$ cat config.mk
export PLATFORM = sky130hd
export DESIGN_NAME = adv_timer_irq_dma_status
export DESIGN_NICKNAME = d
export VERILOG_FILES = /design/src/rtl/adv_timer_irq_dma_pkg.sv /design/src/rtl/adv_timer_irq_dma_status.sv
export VERILOG_INCLUDE_DIRS = /design/src /design/src/rtl
export SDC_FILE = /design/constraint.sdc
export NUM_CORES = 1
export LEC_CHECK = 0
export BUFFER_PORTS_ARGS = -buffer_cell sky130_fd_sc_hd__buf_2
export CORE_ASPECT_RATIO = 2
export CORE_MARGIN = 4
export CORE_UTILIZATION = 44
export CTS_CLUSTER_SIZE = 12
export DETAILED_ROUTE_END_ITERATION = 8
export PLACE_DENSITY = 0.86
export REMOVE_ABC_BUFFERS = 1
export SKIP_LAST_GASP = 1
export SLEW_MARGIN = 25
export SYNTH_ARGS = -nofsm -noshare
export SYNTH_HDL_FRONTEND = slang
export SYNTH_SLANG_ARGS = --single-unit
$ cat constraint.sdc
create_clock -name clk -period 2.1 [get_ports clk]
set_clock_uncertainty 0.1 [all_clocks]
set_input_delay 0.42 -clock clk [delete_from_list [all_inputs] [get_ports clk]]
set_output_delay 0.42 -clock clk [all_outputs]
set_load 0.02 [all_outputs]
$ cat src/rtl/adv_timer_irq_dma_params.svh
// Purpose: offsets, field positions and reset values of the timer event bank
// Assumes: included by the bank module and its testbench
// Notes: byte offsets on a 32-bit AXI4-Lite word map
`ifndef ADV_TIMER_IRQ_DMA_PARAMS_SVH
`define ADV_TIMER_IRQ_DMA_PARAMS_SVH

`define TIDS_ADDR_W 12
`define TIDS_OFF_ENABLE 12'h00C
`define TIDS_OFF_STATUS 12'h010
`define TIDS_IDX_ENABLE 10'h003
`define TIDS_IDX_STATUS 10'h004

`define TIDS_EN_RESET 16'h0000
`define TIDS_STS_RESET 16'h0000
`define TIDS_EN_MASK 16'h7FFF
`define TIDS_STS_MASK 16'h1EFF

`define TIDS_BIT_UPD 0
`define TIDS_BIT_CH1 1
`define TIDS_BIT_COMMUT 5
`define TIDS_BIT_TRIG 6
`define TIDS_BIT_BREAK 7
`define TIDS_BIT_UPD_DMA 8
`define TIDS_BIT_CH1_DMA 9
`define TIDS_BIT_OVR1 9
`define TIDS_BIT_COMMUT_DMA 13
`define TIDS_BIT_TRIG_DMA 14

`define TIDS_RESP_OKAY 2'h0
`define TIDS_RESP_SLVERR 2'h2

`endif

$ cat src/rtl/adv_timer_irq_dma_pkg.sv
// Purpose: types shared by the timer event bank and its neighbours
// Assumes: event strobes are single-cycle pulses on clk
// Notes: the header holds every number
package adv_timer_irq_dma_pkg;

   // strobes and levels from counter, slave controller and channels
   typedef struct packed {
      logic update;
      logic [3:0] cc_capture;
      logic [3:0] cc_match;
      logic [3:0] ch_input_mode;
      logic [3:0] capture_read;
      logic center_aligned;
      logic gated_mode;
      logic trig_active_edge;
      logic trig_any_edge;
      logic commut;
      logic break_active;
   } timer_evt_t;

   // one-cycle request pulses to the DMA controller
   typedef struct packed {
      logic trig;
      logic commut;
      logic [3:0] ch;
      logic update;
   } dma_req_t;

endpackage

$ cat src/rtl/adv_timer_irq_dma_status.sv
// Purpose: interrupt/DMA enable register and event status register of the timer
// Assumes: AXI4-Lite slave, 32-bit data, one write and one read in flight at most
// Notes: status flags clear by writing zero; hardware set wins over a clear
// Functional notes
// RQ1: trigger event raises a DMA request only while enable bit 14 is one.
// RQ2: commutation event raises a DMA request only while enable bit 13 is one.
// RQ3: enable bits 12..9 gate DMA requests of channels four..one events.
// RQ4: update event raises a DMA request only while enable bit 8 is one.
// RQ5: break interrupt needs enable bit 7 set.
// RQ6: trigger interrupt needs enable bit 6 set.
// RQ7: commutation interrupt needs enable bit 5 set.
// RQ8: enable bits 4..1 gate interrupts of channels four..one.
// RQ9: update interrupt needs enable bit 0 set.
// RQ10: enable bit 15 and status bits 15..13 always read zero.
// RQ11: overcapture flag sets on capture while event flag set, input mode only.
// RQ12: break flag follows active break input; clear only while input inactive.
// RQ13: trigger flag sets on active edge, or any edge in gated mode.
// RQ14: commutation flag sets when channel control bits load from preload.
// RQ15: output channel flag sets on compare match, not in center-aligned mode.
// RQ16: input channel flag sets on capture; cleared by software or capture read.
// RQ17: update flag sets on update event and holds until software clears it.
// RQ18: interrupt output high while any flag meets its set enable bit.
`timescale 1ns/10ps
`include "adv_timer_irq_dma_params.svh"

module adv_timer_irq_dma_status
   import adv_timer_irq_dma_pkg::*;
(
   input wire logic clk,
   input wire logic rst_b,
   input wire logic awvalid,
   output logic awready,
   input wire logic [`TIDS_ADDR_W-1:0] awaddr,
   input wire logic wvalid,
   output logic wready,
   input wire logic [31:0] wdata,
   input wire logic [3:0] wstrb,
   output logic bvalid,
   input wire logic bready,
   output logic [1:0] bresp,
   input wire logic arvalid,
   output logic arready,
   input wire logic [`TIDS_ADDR_W-1:0] araddr,
   output logic rvalid,
   input wire logic rready,
   output logic [31:0] rdata,
   output logic [1:0] rresp,
   input wire timer_evt_t evt,
   output dma_req_t dma_req,
   output logic irq
);

   logic [15:0] en_reg;
   logic [15:0] en_next;
   logic [15:0] sts_reg;
   logic [15:0] sts_next;
   logic aw_full_reg;
   logic w_full_reg;
   logic [9:0] aw_idx_reg;
   logic [31:0] wdata_reg;
   logic [3:0] wstrb_reg;
   logic bvalid_reg;
   logic [1:0] bresp_reg;
   logic rvalid_reg;
   logic [31:0] rdata_reg;
   logic [1:0] rresp_reg;
   dma_req_t dma_reg;
   logic wr_fire;
   logic wr_en_hit;
   logic wr_sts_hit;
   logic [15:0] lane_mask;
   logic [15:0] wr_clr;
   logic [3:0] ch_set;
   logic [3:0] ovr_set;
   logic trig_set;
   logic [9:0] ar_idx;

   // write channel: address and data taken in either order
   assign awready = !aw_full_reg && !bvalid_reg;
   assign wready = !w_full_reg && !bvalid_reg;
   assign wr_fire = aw_full_reg && w_full_reg;
   assign wr_en_hit = wr_fire && (aw_idx_reg == `TIDS_IDX_ENABLE);
   assign wr_sts_hit = wr_fire && (aw_idx_reg == `TIDS_IDX_STATUS);
   assign lane_mask = {{8{wstrb_reg[1]}}, {8{wstrb_reg[0]}}};
   assign wr_clr = wr_sts_hit ? (lane_mask & ~wdata_reg[15:0]) : 16'h0000;

   always_ff @(posedge clk or negedge rst_b) begin
      if (!rst_b) begin
         aw_full_reg <= 1'b0;
         aw_idx_reg <= 10'h000;
      end else if (awvalid && awready) begin
         aw_full_reg <= 1'b1;
         aw_idx_reg <= awaddr[`TIDS_ADDR_W-1:2];
      end else if (wr_fire) begin
         aw_full_reg <= 1'b0;
      end
   end

   always_ff @(posedge clk or negedge rst_b) begin
      if (!rst_b) begin
         w_full_reg <= 1'b0;
         wdata_reg <= 32'h0000_0000;
         wstrb_reg <= 4'h0;
      end else if (wvalid && wready) begin
         w_full_reg <= 1'b1;
         wdata_reg <= wdata;
         wstrb_reg <= wstrb;
      end else if (wr_fire) begin
         w_full_reg <= 1'b0;
      end
   end

   always_ff @(posedge clk or negedge rst_b) begin
      if (!rst_b) begin
         bvalid_reg <= 1'b0;
         bresp_reg <= `TIDS_RESP_OKAY;
      end else if (wr_fire) begin
         bvalid_reg <= 1'b1;
         bresp_reg <= (wr_en_hit || wr_sts_hit) ? `TIDS_RESP_OKAY : `TIDS_RESP_SLVERR;
      end else if (bready) begin
         bvalid_reg <= 1'b0;
      end
   end

   assign bvalid = bvalid_reg;
   assign bresp = bresp_reg;

   // read channel: one word answered the cycle after the address is taken
   assign arready = !rvalid_reg;
   assign ar_idx = araddr[`TIDS_ADDR_W-1:2];

   always_ff @(posedge clk or negedge rst_b) begin
      if (!rst_b) begin
         rvalid_reg <= 1'b0;
         rdata_reg <= 32'h0000_0000;
         rresp_reg <= `TIDS_RESP_OKAY;
      end else if (arvalid && arready) begin
         rvalid_reg <= 1'b1;
         rresp_reg <= `TIDS_RESP_OKAY;
         if (ar_idx == `TIDS_IDX_ENABLE) begin
            rdata_reg <= {16'h0000, en_reg & `TIDS_EN_MASK}; // see RQ10
         end else if (ar_idx == `TIDS_IDX_STATUS) begin
            rdata_reg <= {16'h0000, sts_reg & `TIDS_STS_MASK}; // see RQ10
         end else begin
            rdata_reg <= 32'h0000_0000;
            rresp_reg <= `TIDS_RESP_SLVERR;
         end
      end else if (rready) begin
         rvalid_reg <= 1'b0;
      end
   end

   assign rvalid = rvalid_reg;
   assign rdata = rdata_reg;
   assign rresp = rresp_reg;

   // enable register
   always_comb begin
      en_next = en_reg;
      if (wr_en_hit) begin
         en_next = ((en_reg & ~lane_mask) | (wdata_reg[15:0] & lane_mask)) & `TIDS_EN_MASK;
      end
   end

   always_ff @(posedge clk or negedge rst_b) begin
      if (!rst_b) begin
         en_reg <= `TIDS_EN_RESET;
      end else begin
         en_reg <= en_next;
      end
   end

   // per-channel set terms
   always_comb begin
      for (int i = 0; i < 4; i++) begin
         if (evt.ch_input_mode[i]) begin
            ch_set[i] = evt.cc_capture[i]; // see RQ16
         end else begin
            ch_set[i] = evt.cc_match[i] && !evt.center_aligned; // see RQ15
         end
         ovr_set[i] = evt.ch_input_mode[i] && evt.cc_capture[i]
                      && sts_reg[`TIDS_BIT_CH1+i]; // see RQ11
      end
   end

   assign trig_set = evt.gated_mode ? evt.trig_any_edge : evt.trig_active_edge; // see RQ13

   // status flags: a set in the same cycle as a clear wins
   always_comb begin
      sts_next = sts_reg & ~wr_clr;
      sts_next[`TIDS_BIT_UPD] = evt.update || sts_next[`TIDS_BIT_UPD]; // see RQ17
      for (int i = 0; i < 4; i++) begin
         if (evt.ch_input_mode[i] && evt.capture_read[i]) begin
            sts_next[`TIDS_BIT_CH1+i] = 1'b0; // see RQ16
         end
         sts_next[`TIDS_BIT_CH1+i] = ch_set[i] || sts_next[`TIDS_BIT_CH1+i];
         sts_next[`TIDS_BIT_OVR1+i] = ovr_set[i] || sts_next[`TIDS_BIT_OVR1+i];
      end
      sts_next[`TIDS_BIT_COMMUT] = evt.commut || sts_next[`TIDS_BIT_COMMUT]; // see RQ14
      sts_next[`TIDS_BIT_TRIG] = trig_set || sts_next[`TIDS_BIT_TRIG];
      // an active break input keeps the flag up against any clear
      sts_next[`TIDS_BIT_BREAK] = evt.break_active || sts_next[`TIDS_BIT_BREAK]; // see RQ12
      sts_next = sts_next & `TIDS_STS_MASK; // see RQ10
   end

   always_ff @(posedge clk or negedge rst_b) begin
      if (!rst_b) begin
         sts_reg <= `TIDS_STS_RESET;
      end else begin
         sts_reg <= sts_next;
      end
   end

   // DMA request pulses, one cycle after the event
   always_ff @(posedge clk or negedge rst_b) begin
      if (!rst_b) begin
         dma_reg <= '0;
      end else begin
         dma_reg.trig <= trig_set && en_reg[`TIDS_BIT_TRIG_DMA]; // see RQ1
         dma_reg.commut <= evt.commut && en_reg[`TIDS_BIT_COMMUT_DMA]; // see RQ2
         dma_reg.ch <= ch_set & en_reg[`TIDS_BIT_CH1_DMA +: 4]; // see RQ3
         dma_reg.update <= evt.update && en_reg[`TIDS_BIT_UPD_DMA]; // see RQ4
      end
   end

   assign dma_req = dma_reg;

   // interrupt: flags 7..0 each gated by the enable bit at the same place
   assign irq = |(sts_reg[7:0] & en_reg[7:0]); // see RQ5 RQ6 RQ7 RQ8 RQ9 RQ18
endmodule // adv_timer_irq_dma_status

[After elaboration in Yosys (flattened, before gate mapping)]
Cells that the tools add are included.
Cells by class
  eq/ne operators: 4
  bitwise logic cells: 10
  reductions and logical operators: 50
  muxes and demuxes: 22
Operators by type and width (count)
  $and 15x15->15: 2
  $logic_and 1x1->1: 27
  $and 13x13->13: 2
  $mux 13: 2
  $not 13->13: 2
  $eq 10x2->1 const B: 2
  $eq 10x3->1 const B: 2
  $mux 1: 16
  $mux 15: 1
  $not 15->15: 1
  $or 15x15->15: 1
  $logic_or 1x1->1: 13
  $and 8x8->8: 1
  $reduce_bool 2->1: 4
  $reduce_or 8->1: 1
  $mux 2: 3
  $logic_not 1->1: 5
  $and 4x4->4: 1
Word-level totals
  word-level logic and storage cells: 102
  register bits: 101
  bits of input ports: 90

[Longest topological paths before layout]
  depth in word-level cells: 7
  gate-level depth with buffers: 5

[Worst setup path before layout]
OpenSTA, ideal clock, no wires.
  path kind: flip-flop to flip-flop
  from: reg bvalid_reg, in the netlist bvalid
  to: reg wdata_reg[10]
  setup slack: -0.124 ns
  arrival: 1.999 ns
  stages on the path, launching flop included: 6
  path through: dfrtp_1 > nor2_1 > and2_1 > clkbuf_1 > buf_1 > mux2_2
On the way
  longest elaborated chain between the ends: 3
RTL lines
  start: declaration: line adv_timer_irq_dma_status.sv:62  | logic bvalid_reg;
  start signal: assignment: line adv_timer_irq_dma_status.sv:115  | bvalid_reg <= 1'b0;
  start signal: assignment: line adv_timer_irq_dma_status.sv:118  | bvalid_reg <= 1'b1;
  start signal: assignment: line adv_timer_irq_dma_status.sv:121  | bvalid_reg <= 1'b0;
  $logic_not 1->1: line adv_timer_irq_dma_status.sv:80  | assign wready = !w_full_reg && !bvalid_reg;
  $logic_and 1x1->1: line adv_timer_irq_dma_status.sv:80
  named net wready: line adv_timer_irq_dma_status.sv:35  | output logic wready,
  $logic_and 1x1->1: line adv_timer_irq_dma_status.sv:104  | end else if (wvalid && wready) begin
  end signal: assignment: line adv_timer_irq_dma_status.sv:106  | wdata_reg <= wdata;
  end: declaration: line adv_timer_irq_dma_status.sv:60  | logic [31:0] wdata_reg;
The timed path passes the listed nets, and every way through them passes these cells.
A chain may end at the register's enable or synchronous reset.

==> results.txt <==
FF+latch count, synth -> 82
Final Cycle Share -> 1.03
Reg area -> 2050 µm²
startpoint types -> flip-flop
CP top delay family -> simple AND/OR/NAND/NOR gates
first-pass GRT wire length -> 13400 µm
# diodes -> 0
DRT Pass-1 Iters -> 4
clock sinks -> 82
fillers -> 666
total gr overflow -> 0
CTS tree -> yes
Nets -> 496
CTS Buf Count -> 9
Starting Density -> 0.456
CTS max path bufs -> 2
total of max-cap violations -> 0
outcome -> complete, but fails checks
Chip Width -> 72.4 µm
clock-pin slew on the worst setup and hold paths -> 0.06 ns
final hold vios -> 0
Top FF cell, synth -> dfrtp_1
share of total power in sequential cells -> 0.427
Die ar. -> 9890 µm²
area leader, netlist -> dfrtp_1
Via density -> 5.35
Slowest-stage cell, CP -> or4_4
Fmax achieved -> 464 MHz
worst path cell trace -> or4_4 -> or4_4 -> mux2_4
Max-Slew Margin vs Limit -> 0.655
setup violators final -> 8
Sw Ratio -> 0.265
highest net fanout along the worst path -> 8
Post-DRT Antenna Nets -> 0
Syn Inst Count -> 296
worst-margin pin slew -> 0.513 ns
PortBufs -> 96
min Tclk post-route -> 2.15 ns
leading cell type in the layout, fill and taps excluded -> buf_2
Clk pwr share -> 0.359
Area contributors post-synth -> dfrtp_1 56%, mux2_2 8.3%, mux2_4 6.2%, buf_4 3.9%, a22oi_1 3.3%
CORE AREA -> 8000 µm²
Yosys top cell area share -> 0.563
Mapped Avg Cell Area -> 12.3 µm²
EDFF count, synth -> 0
Setup Buffers After CTS -> 0
layout cells sized above 1 -> 0.427
number of global-route vias before repair -> 2702
total negative slack -> -0.360 ns
Net Switching -> 0.00134 W
maximum vdd drop -> 0.000833 V
Synth cell types -> 41
Critical Path End Type -> flip-flop
Post-synth ARST share -> 1.00
setup slack after layout -> -0.0542 ns
Place WS -> -0.0697 ns
P_int -> 0.00371 W
Comb power frac -> 0.214
fin. max-slew vios -> 0
Die Y -> 137 µm
unrepaired setup endpoints after global routing -> yes
GRT Total Usage -> 0.182
clock root cell -> clkbuf_16
area taken by multi-input logic gates -> 1430 µm²
Layout area overhead -> 26.4%
IO Pins -> 139
sequential fraction of the synthesis area -> 0.563
gp weighted congestion -> 0.812
CTS H-tree lvls -> 3
Avg WL per Cell -> 16.8 µm
critical path class -> reg2reg
residual DRC count -> 0
Rows -> 46
DRT Wirelength -> 8500 µm
synth warn -> 0
Leak Pwr -> 2.27 nW
most used cell, CP -> or4_4
most frequent cells in the layout -> 95 x buf_2, 82 x dfrtp_1, 27 x mux2_2
Initial DRC Count -> 291
Crit path required time -> 2.22 ns
DP HPWL -> 6580 µm
Worst Hold Class -> in2reg
Worst Path Buf+Inv -> 0
failing checks -> setup timing
P per Cell Area -> 1100 nW/µm²
via count -> 2709
Crit path largest cell delay -> 0.67 ns
initial antenna violation count -> 0
pin count of the biggest net entering global routing -> 67
Worst Path Arrival -> 2.27 ns
mapped cell area -> 3640 µm²
worst skew pair latency -> 0.34 ns
-- worst register-to-register path, stage by stage (launching register included) --
cell	delay, ns
dfrtp_1	0.40
or4_4	0.52
or4_4	0.67
mux2_4	0.34
-- Yosys cell counts (5+ instances only) --
library cell / count
dfrtp_1: 82
mux2_2: 27
nand2_1: 20
buf_4: 19
a22oi_1: 16
mux2_4: 15
o21ai_0: 13
clkbuf_1: 9
inv_1: 9
nor2_1: 9
a21oi_1: 8
and2_1: 8
nor2b_1: 7
a31oi_1: 5
nor3b_1: 5
-- path summary, 6_finish.rpt --
path | from | end | slack, ns | depth (start not counted)
max | aw_idx_reg[7] | flip-flop | -0.05 | 3
min in group asynchronous | rst_b | asynchronous set/reset pin | 0.39 | 2
min | bready | bvalid | 0.16 | 2
max reg2reg | aw_idx_reg[7] | flip-flop | -0.05 | 3
min reg2reg | rdata[10] | rdata[10] | 0.37 | 2
max in group asynchronous | rst_b | wdata_reg[11] | 0.91 | 3
-- power groups by stage --
stage	sequential, W	clock, W	combinational (W)
floorplan	0.00212	0	0.000687
global placement	0.00215	0	0.00104
detailed placement	0.00218	0	0.00108
CTS	0.00215	0.00184	0.00109
global route	0.00219	0.00191	0.00119
finish	0.00216	0.00181	0.00108
-- per-layer routing --
layer,up-vias,routed length [µm],global-route usage
li1,1255,-,-
met1,1333,3000,0.189
met2,96,4640,0.317
met5,-,0,0
met4,0,371,0.118
met3,25,486,0.0449
-- cell type report --
cell class / count / share of cell area
clock buffer: 11 / 0.0549
clock inverter: 4 / 0.0215
inverter: 9 / 0.00733
multi-input combinational: 192 / 0.311
sequential: 82 / 0.445
tap: 96 / 0.0261
timing repair buffer: 112 / 0.134
-- per-stage QoR --
stage          instance area [µm²]  hold slack [ns]  instances  utilization  total power [W]
2_1_floorplan                 3510           0.0244        283            -          0.00281
3_3_place_gp                  4250            0.199        492        0.532          0.00319
3_5_place_dp                  4250            0.205        492        0.532          0.00326
4_1_cts                       4630            0.144        508        0.579          0.00509
5_1_grt                       4610            0.170        506        0.576          0.00529
6_report                      4610            0.157        506        0.576          0.00504
-- cell families after synthesis --
family,share of synthesized area
DFF,0.563
other,0.00103
muxes,0.148
buffers and inverters,0.0649
and+or+nand+nor,0.103
AOI/OAI and AO/OA,0.120
-- what timing repair did --
action                                  4_1_cts  5_1_grt
pin swaps                                     0        2
endpoints found under the setup margin       15       15
endpoints found under the hold margin        16        0
resized for setup                             4        0
gates cloned                                  0        0
hold buffers                                  1        0
Note: power is estimated with default switching activity, not from simulation.
